### src/verilog/starter_params.svh
/*
  Holds the register offsets, field positions, reset values and timing counts of
  the soft starter supervisor. Assumes a 50 MHz control clock and APB access.
*/
`ifndef STARTER_PARAMS_SVH
`define STARTER_PARAMS_SVH

// =====================================================================
// register map (byte addresses)
`define OFF_CTRL 12'h000
`define OFF_STATUS 12'h004
`define OFF_IRQ_STAT 12'h008
`define OFF_IRQ_MASK 12'h00c
`define OFF_FAULT 12'h010

// =====================================================================
// control register fields
`define CTRL_RAMPDOWN_EN 0
`define CTRL_FORCE_RUNMODE 1
`define CTRL_RESET_VALUE 32'h00000000

// =====================================================================
// interrupt status bits
`define IRQ_TRIP 0
`define IRQ_CLEARED 1
`define IRQ_BYPASS 2
`define IRQ_WIDTH 3

// =====================================================================
// timing, in milliseconds as printed, and clock rate
// unsigned so the 60 s count stays inside 32 bits without a signed overflow
`define CLK_HZ 32'h02faf080
`define OVERLOAD_RESET_MS 60000
`define DEVICE_RESET_MS 30000
`define TEST_HOLD_MS 5000
`define SHORT_PRESS_MS 1000
`define OVERLOAD_RESET_CYC ((`OVERLOAD_RESET_MS / 1000) * `CLK_HZ)
`define DEVICE_RESET_CYC ((`DEVICE_RESET_MS / 1000) * `CLK_HZ)
`define TEST_HOLD_CYC ((`TEST_HOLD_MS / 1000) * `CLK_HZ)
`define SHORT_PRESS_CYC ((`SHORT_PRESS_MS / 1000) * `CLK_HZ)

`endif

### src/verilog/starter_pkg.sv
/*
  Types shared by the soft starter supervisor files.
  Assumes the params header is included by each user.
*/
package starter_pkg;

  // =====================================================================
  // acknowledge policy and motor sequence
  typedef enum logic [1:0] {POL_AUTO, POL_MANUAL, POL_REMOTE} policy_e;
  typedef enum logic [1:0] {MOT_OFF, MOT_RAMP, MOT_BYPASS, MOT_STOP} motor_e;

endpackage

### src/verilog/sync_debounce.sv
/*
  Two-flop synchroniser for one pin, followed by rise and fall detection.
  Assumes the pin is asynchronous to mclk.
*/
`timescale 1ns/1ps
module sync_debounce
  import starter_pkg::*;
(
  input wire logic mclk,
  input wire logic rst_n,
  input wire logic pin,
  output logic level,
  output logic rise,
  output logic fall
);

  typedef struct packed {
    logic s1;
    logic s2;
    logic s3;
  } sync_s;

  sync_s st;
  sync_s next_st;

  // =====================================================================
  // s1 feeds only s2; edges are judged on s2 against s3
  always_comb begin
    next_st = st;
    next_st.s1 = pin;
    next_st.s2 = st.s1;
    next_st.s3 = st.s2;
  end

  always_ff @(posedge mclk or negedge rst_n) begin
    if (!rst_n) begin
      st <= '0;
    end else begin
      st <= next_st;
    end
  end

  assign level = st.s2;
  assign rise = st.s2 & ~st.s3;
  assign fall = ~st.s2 & st.s3;

endmodule

### src/verilog/motor_supervisor.sv
/*
  Supervisory logic of a motor soft starter: fault acknowledge policy, automatic
  reset timers, trip test, start input handling, output contacts, APB registers.
  Assumes pushbuttons and start input are asynchronous pins; trip sources and
  ramp-up detection come from logic on mclk; rst_n follows control supply.
*/
`timescale 1ns/1ps
`include "starter_params.svh"
module motor_supervisor
  import starter_pkg::*;
#(
  parameter int unsigned OVERLOAD_CYC = `OVERLOAD_RESET_CYC,
  parameter int unsigned DEVICE_CYC = `DEVICE_RESET_CYC,
  parameter int unsigned TEST_CYC = `TEST_HOLD_CYC,
  parameter int unsigned SHORT_CYC = `SHORT_PRESS_CYC
)(
  input wire logic mclk,
  input wire logic rst_n,
  input wire logic startPin,
  input wire logic ackKeyPin,
  input wire logic policyKeyPin,
  input wire logic remoteAckPin,
  input wire logic overloadTrip,
  input wire logic deviceTrip,
  input wire logic rampUpDone,
  input wire logic rampDownDone,
  input wire logic [11:0] paddr,
  input wire logic psel,
  input wire logic penable,
  input wire logic pwrite,
  input wire logic [31:0] pwdata,
  output logic [31:0] prdata,
  output logic pready,
  output logic pslverr,
  output logic echoContact,
  output logic bypassedContact,
  output logic bypassRelay,
  output logic groupFaultContact,
  output logic overloadLed,
  output logic policyLed,
  output logic motorOn,
  output logic softStop,
  output logic irq
);

  typedef struct packed {
    policy_e policy;
    motor_e motor;
    logic runMode;
    logic faultOverload;
    logic faultDevice;
    logic [31:0] autoCnt;
    logic [31:0] holdCnt;
    logic testDone;
    logic bothSeen;
    logic rampDownEn;
    logic [`IRQ_WIDTH-1:0] irqStat;
    logic [`IRQ_WIDTH-1:0] irqMask;
    logic [31:0] prdata;
    logic pready;
    logic pslverr;
    logic echoContact;
    logic bypassedContact;
    logic bypassRelay;
    logic groupFaultContact;
    logic overloadLed;
    logic policyLed;
    logic motorOn;
    logic softStop;
    logic irq;
  } sup_s;

  sup_s st;
  sup_s next_st;

  logic startLvl;
  logic ackLvl;
  logic ackRise;
  logic ackFall;
  logic polLvl;
  logic polRise;
  logic remRise;

  // =====================================================================
  // pin synchronisers
  sync_debounce u_start (.mclk(mclk), .rst_n(rst_n), .pin(startPin),
    .level(startLvl), .rise(), .fall());
  sync_debounce u_ack (.mclk(mclk), .rst_n(rst_n), .pin(ackKeyPin),
    .level(ackLvl), .rise(ackRise), .fall(ackFall));
  sync_debounce u_pol (.mclk(mclk), .rst_n(rst_n), .pin(policyKeyPin),
    .level(polLvl), .rise(polRise), .fall());
  sync_debounce u_rem (.mclk(mclk), .rst_n(rst_n), .pin(remoteAckPin),
    .level(), .rise(remRise), .fall());

  // next policy in the key's cycle
  function automatic policy_e nextPolicy(input policy_e p);
    case (p)
      POL_AUTO: nextPolicy = POL_MANUAL;
      POL_MANUAL: nextPolicy = POL_REMOTE;
      default: nextPolicy = POL_AUTO;
    endcase
  endfunction

  // =====================================================================
  // all behaviour in one combinational pass
  always_comb begin
    logic faultAny;
    logic ackEvent;
    logic apbAccess;
    logic [`IRQ_WIDTH-1:0] evt;
    faultAny = 1'b0;
    ackEvent = 1'b0;
    apbAccess = 1'b0;
    evt = '0;
    next_st = st;
    next_st.pready = 1'b0;
    next_st.pslverr = 1'b0;

    // both keys together change the contact function, not the policy
    if (ackLvl && polLvl && !st.bothSeen) begin
      next_st.runMode = ~st.runMode;
      next_st.bothSeen = 1'b1;
    end else if (!ackLvl && !polLvl) begin
      next_st.bothSeen = 1'b0;
    end
    if (polRise && !ackLvl && !st.bothSeen) begin
      next_st.policy = nextPolicy(st.policy);
    end

    // acknowledge key hold timer; a long hold is a trip test
    if (ackLvl && !st.bothSeen) begin
      if (st.holdCnt < TEST_CYC) begin
        next_st.holdCnt = st.holdCnt + 32'h1;
      end else if (!st.testDone) begin
        next_st.testDone = 1'b1;
        next_st.faultOverload = 1'b1;
        next_st.autoCnt = '0;
        evt[`IRQ_TRIP] = 1'b1;
      end
    end else begin
      next_st.holdCnt = '0;
      next_st.testDone = 1'b0;
    end

    // acknowledge sources gated by policy; a fault holds otherwise
    if (st.policy == POL_MANUAL && ackFall && !st.testDone && !st.bothSeen
        && st.holdCnt < SHORT_CYC) begin
      ackEvent = 1'b1;
    end
    if (st.policy == POL_REMOTE && remRise) begin
      ackEvent = 1'b1;
    end

    // auto timer runs from the trip; overload also waits out recovery
    if (st.faultOverload || st.faultDevice) begin
      if (st.autoCnt != 32'hffffffff) begin
        next_st.autoCnt = st.autoCnt + 32'h1;
      end
    end
    if (st.faultOverload && st.autoCnt >= OVERLOAD_CYC
        && (st.policy == POL_AUTO || ackEvent)) begin
      next_st.faultOverload = 1'b0;
    end else if (st.faultOverload && ackEvent && st.autoCnt >= OVERLOAD_CYC) begin
      next_st.faultOverload = 1'b0;
    end
    if (st.faultDevice && !st.faultOverload && st.autoCnt >= DEVICE_CYC
        && (st.policy == POL_AUTO || ackEvent)) begin
      next_st.faultDevice = 1'b0;
    end
    if ((st.faultOverload && !next_st.faultOverload)
        || (st.faultDevice && !next_st.faultDevice)) begin
      evt[`IRQ_CLEARED] = 1'b1;
      next_st.autoCnt = '0;
    end

    // new trips latch and restart the timer
    if (overloadTrip && !st.faultOverload) begin
      next_st.faultOverload = 1'b1;
      next_st.autoCnt = '0;
      evt[`IRQ_TRIP] = 1'b1;
    end
    if (deviceTrip && !st.faultDevice) begin
      next_st.faultDevice = 1'b1;
      next_st.autoCnt = '0;
      evt[`IRQ_TRIP] = 1'b1;
    end
    faultAny = st.faultOverload || st.faultDevice;

    // motor sequence
    case (st.motor)
      MOT_OFF: begin
        if (startLvl && !faultAny) begin
          next_st.motor = MOT_RAMP;
        end
      end
      MOT_RAMP: begin
        if (faultAny) begin
          next_st.motor = MOT_OFF;
        end else if (!startLvl) begin
          next_st.motor = st.rampDownEn ? MOT_STOP : MOT_OFF;
        end else if (rampUpDone) begin
          next_st.motor = MOT_BYPASS;
          evt[`IRQ_BYPASS] = 1'b1;
        end
      end
      MOT_BYPASS: begin
        if (faultAny) begin
          next_st.motor = MOT_OFF;
        end else if (!startLvl) begin
          next_st.motor = st.rampDownEn ? MOT_STOP : MOT_OFF;
        end
      end
      default: begin
        if (faultAny || rampDownDone) begin
          next_st.motor = MOT_OFF;
        end else if (startLvl) begin
          next_st.motor = MOT_RAMP;
        end
      end
    endcase

    // APB slave: access phase with one wait state, answer registered
    apbAccess = psel && penable && !st.pready;
    next_st.prdata = '0;
    if (apbAccess) begin
      next_st.pready = 1'b1;
      if (paddr == `OFF_CTRL) begin
        if (pwrite) begin
          next_st.rampDownEn = pwdata[`CTRL_RAMPDOWN_EN];
          next_st.runMode = pwdata[`CTRL_FORCE_RUNMODE];
        end else begin
          next_st.prdata[`CTRL_RAMPDOWN_EN] = st.rampDownEn;
          next_st.prdata[`CTRL_FORCE_RUNMODE] = st.runMode;
        end
      end else if (paddr == `OFF_STATUS) begin
        next_st.prdata[1:0] = st.motor;
        next_st.prdata[3:2] = st.policy;
        next_st.prdata[4] = startLvl;
      end else if (paddr == `OFF_IRQ_STAT) begin
        next_st.prdata[`IRQ_WIDTH-1:0] = st.irqStat;
        if (!pwrite) begin
          next_st.irqStat = '0;
        end
      end else if (paddr == `OFF_IRQ_MASK) begin
        if (pwrite) begin
          next_st.irqMask = pwdata[`IRQ_WIDTH-1:0];
        end else begin
          next_st.prdata[`IRQ_WIDTH-1:0] = st.irqMask;
        end
      end else if (paddr == `OFF_FAULT) begin
        next_st.prdata[0] = st.faultOverload;
        next_st.prdata[1] = st.faultDevice;
      end else begin
        next_st.pslverr = 1'b1;
      end
    end
    // events set after the read clear, so a same-cycle event is kept
    next_st.irqStat = next_st.irqStat | evt;

    // contacts, all registered
    next_st.motorOn = (next_st.motor != MOT_OFF);
    next_st.softStop = (next_st.motor == MOT_STOP);
    if (next_st.runMode) begin
      next_st.echoContact = (next_st.motor != MOT_OFF);
    end else begin
      next_st.echoContact = startLvl;
    end
    next_st.bypassedContact = (next_st.motor == MOT_BYPASS);
    next_st.bypassRelay = (next_st.motor == MOT_BYPASS);
    next_st.groupFaultContact = next_st.faultOverload || next_st.faultDevice;
    next_st.overloadLed = next_st.faultOverload;
    next_st.policyLed = (next_st.policy == POL_AUTO);
    next_st.irq = |(next_st.irqStat & next_st.irqMask);
  end

  // =====================================================================
  // single state register; supply loss resets it
  always_ff @(posedge mclk or negedge rst_n) begin
    if (!rst_n) begin
      st <= '0;
      st.policy <= POL_MANUAL;
      st.motor <= MOT_OFF;
      st.groupFaultContact <= 1'b1;
    end else begin
      st <= next_st;
    end
  end

  assign prdata = st.prdata;
  assign pready = st.pready;
  assign pslverr = st.pslverr;
  assign echoContact = st.echoContact;
  assign bypassedContact = st.bypassedContact;
  assign bypassRelay = st.bypassRelay;
  assign groupFaultContact = st.groupFaultContact;
  assign overloadLed = st.overloadLed;
  assign policyLed = st.policyLed;
  assign motorOn = st.motorOn;
  assign softStop = st.softStop;
  assign irq = st.irq;

endmodule

### config.mk
export PLATFORM = sky130hd
export DESIGN_NAME = motor_supervisor
export DESIGN_NICKNAME = d
export VERILOG_FILES = /design/src/verilog/starter_pkg.sv /design/src/verilog/sync_debounce.sv /design/src/verilog/motor_supervisor.sv
export VERILOG_INCLUDE_DIRS = /design/src /design/src/verilog
export SDC_FILE = /design/constraint.sdc
export NUM_CORES = 1
export LEC_CHECK = 0
export BUFFER_PORTS_ARGS = -buffer_cell sky130_fd_sc_hd__buf_2
export CAP_MARGIN = 5
export CORE_ASPECT_RATIO = 1.4
export CORE_MARGIN = 1
export CORE_UTILIZATION = 50
export CTS_CLUSTER_DIAMETER = 150
export CTS_CLUSTER_SIZE = 24
export DETAILED_ROUTE_END_ITERATION = 12
export PLACE_DENSITY = 0.71
export SLEW_MARGIN = 20
export SYNTH_ARGS = -nofsm -noshare
export SYNTH_HDL_FRONTEND = slang
export SYNTH_HIERARCHICAL = 1
export SYNTH_SLANG_ARGS = --single-unit
export TNS_END_PERCENT = 5
### constraint.sdc
create_clock -name mclk -period 2.95 [get_ports mclk]
set_input_delay 0.295 -clock mclk [delete_from_list [all_inputs] [get_ports mclk]]
set_output_delay 0.295 -clock mclk [all_outputs]
set_load 0.005 [all_outputs]
==> flow_summary_export.csv <==
group,metric,value,unit
run_status,outcome,"complete, but fails checks",
placed_design,detailed_place_hpwl,9210,um
setup_path,cp_common_cell,"a21oi_1",
route,vias_per_cell,5.91,
global_route,overflow,0,
placed_design,gp_congestion,0.908,
power,p_leak,2.73,nW
timing,hold_viol,1,
timing,worstMarginPinSlew,0.749,ns
clocking,cts_setup_buffers,0,
setup_path,timing.rr.end,"st[89]",
floorplan,core_area,11500,um^2
global_route,grt_pass1_wl,22700,um
run_status,violations,"negative hold slack",
timing,rsz0062_at_grt,"false",
power,clkPwrFrac,0.388,
clocking,ctsHoldBuffers,0,
floorplan,die_area,12300,um^2
global_route,antenna_found_initial,0,
hold_path,hp-class,"in2async",
timing,fin_crit_sh,0.835,
route,drtAntennaViolNets,0,
setup_path,reg2reg_from,"st[84]",
setup_path,rrSetupSlack,0.49,ns
clocking,cts_buffers,9,
floorplan,start_util,0.517,
clocking,cts_root_buf,"clkbuf_16",
route,drc,0,
global_route,grt_usage,0.230,
clocking,h-tree-depth,3,
power,peakVddDrop,0.000242,V
global_route,grt_pass1_vias,4918,
setup_path,end_kind,"flop",
timing,whs,-0.00145,ns
clocking,clkTransAtPathRegs,0.08,ns
power,intPower,2.28,mW
finish,fin_util,0.559,
timing,fin_crit,2.46,ns
setup_path,path_buf_inv,1,
power,cellPowerDensity,490,nW/um^2
clocking,cts.repair.resized,0,
setup_path,path_max_fanout,34,
clocking,clock_path_buffers,2,
setup_path,cp_cell_sequence,"ha_1 -> nand3_1 -> nor4_4 -> a31o_4 -> buf_4 -> a21oi_1 -> o21ai_0 -> a21oi_1",
clocking,clock_latency,0.35,ns
setup_path,cp_top_family,"simple AND/OR/NAND/NOR gates",
setup_path,crit_slowest_cell,"nor4_4",
clocking,cts_tree,"yes",
power,pwr-share-seq,0.515,
setup_path,r2r_cells,8,
power,switching_share,0.274,
synth,syn_avg_cell_area,9.12,um^2
power,power_frac_comb,0.097,
global_route,grt_max_degree,61,
setup_path,path_class,"reg2reg",
timing,max-slew-margin-rel,0.501,
route,drt_iter0_drc,364,
route,wl_per_cell,16.0,um
setup_path,startpoint_type,"flop",
finish,layout_common_cells,"dfrtp_1, nand2_1, nor2_1, nand3_1, buf_2",
timing,finalSetupViolCount,0,
synth,netlist_area,5930,um^2
timing,drv_slew,0,
floorplan,die_w,94.0,um
floorplan,die_y,131,um
run,drv_cap,0,
power,netSwitchingPower,0.859,mW
route,vias,4876,
finish,fillers,1027,
setup_path,cp.arrival,2.69,ns
route,wirelength,13200,um
floorplan,num_rows,46,
setup_path,slowest_delay,0.54,ns
finish,diodes,0,
placed_design,port_buffers,43,
finish,drive_gt1_frac,0.141,
synth,synth_cells,650,
setup_path,crit_required,3.17,ns
timing,fin_skew,0.0127,ns
route,dr.pass1.iters,5,
finish,final_common_cell,"dfrtp_1",
finish,nets,736,
floorplan,ioPinCount,100,
finish,area_delta_synth_final,7.96,%
timing,max_freq,406,MHz
synth,yosys_warnings,6,
timing,setup_tns,0,ns
clocking,cts.sinks,105,
==> flip-flops by register name, summed over array words and instances, names as in the netlist <==
name,count
u_ack/st,1
u_rem/level,1
st,79
u_rem/next_st,1
motorOn,1
u_rem/st,1
u_pol/level,1
pready,1
pslverr,1
echoContact,1
groupFaultContact,1
u_pol/next_st,1
u_ack/next_st,1
policyLed,1
softStop,1
irq,1
overloadLed,1
prdata,5
u_start/level,1
bypassRelay,1
u_ack/level,1
u_pol/st,1
u_start/next_st,1
==> worst register-to-register path: stages, from the launching register on <==
cell and delay, ns:
dfrtp_1 0.43, ha_1 0.22, nand3_1 0.25, nor4_4 0.54, a31o_4 0.25, buf_4 0.31
a21oi_1 0.09, o21ai_0 0.17, a21oi_1 0.09
==> through the flow <==
stage          worst slack, ns  cell area, um^2  power, mW  cells
5_1_grt                  0.288             6400       3.29    825
6_report                 0.486             6400       3.14    825
2_1_floorplan            0.847             6020       1.86    676
3_3_place_gp             0.590             6090       1.93    809
4_1_cts                  0.487             6400       3.17    825
3_5_place_dp             0.509             6090       1.95    809
==> power by group through the flow <==
stage               clock, mW  combinational, mW  sequential, mW
global placement            0              0.291            1.63
finish                   1.22              0.304            1.61
global route             1.31              0.349            1.63
floorplan                   0              0.249            1.61
detailed placement          0              0.308            1.64
CTS                      1.25              0.308            1.61
==> worst max-delay path by stage <==
stage / end / startpoint / cells after the start
6_report: st[89] / st[84] / 8
5_1_grt: st[89] / st[84] / 8
4_1_cts: st[89] / st[84] / 8
3_5_place_dp: st[89] / st[84] / 8
3_3_place_gp: st[86] / st[84] / 7
2_1_floorplan: irq / paddr[4] / 6
==> layer usage <==
| layer | vias to the layer above | part of all wire | GRT usage |
|---|---|---|---|
| li1 | 2343 | - | - |
| met2 | 121 | 0.52 | 0.414 |
| met3 | 28 | 0.037 | 0.0330 |
| met4 | 0 | 0.021 | 0.101 |
| met1 | 2384 | 0.42 | 0.272 |
| met5 | - | 0 | 0 |
==> final cells by class <==
type / count / area (um^2) / area share
Clock inverter: 6 / 70.1 / 0.0110
Inverter: 16 / 60.1 / 0.00939
Tap cell: 144 / 180 / 0.0282
Timing Repair Buffer: 52 / 298 / 0.0465
Clock buffer: 10 / 239 / 0.0373
Multi-Input combinational cell: 492 / 2920 / 0.457
Sequential cell: 105 / 2630 / 0.411
(Power assumes the default switching activity.)
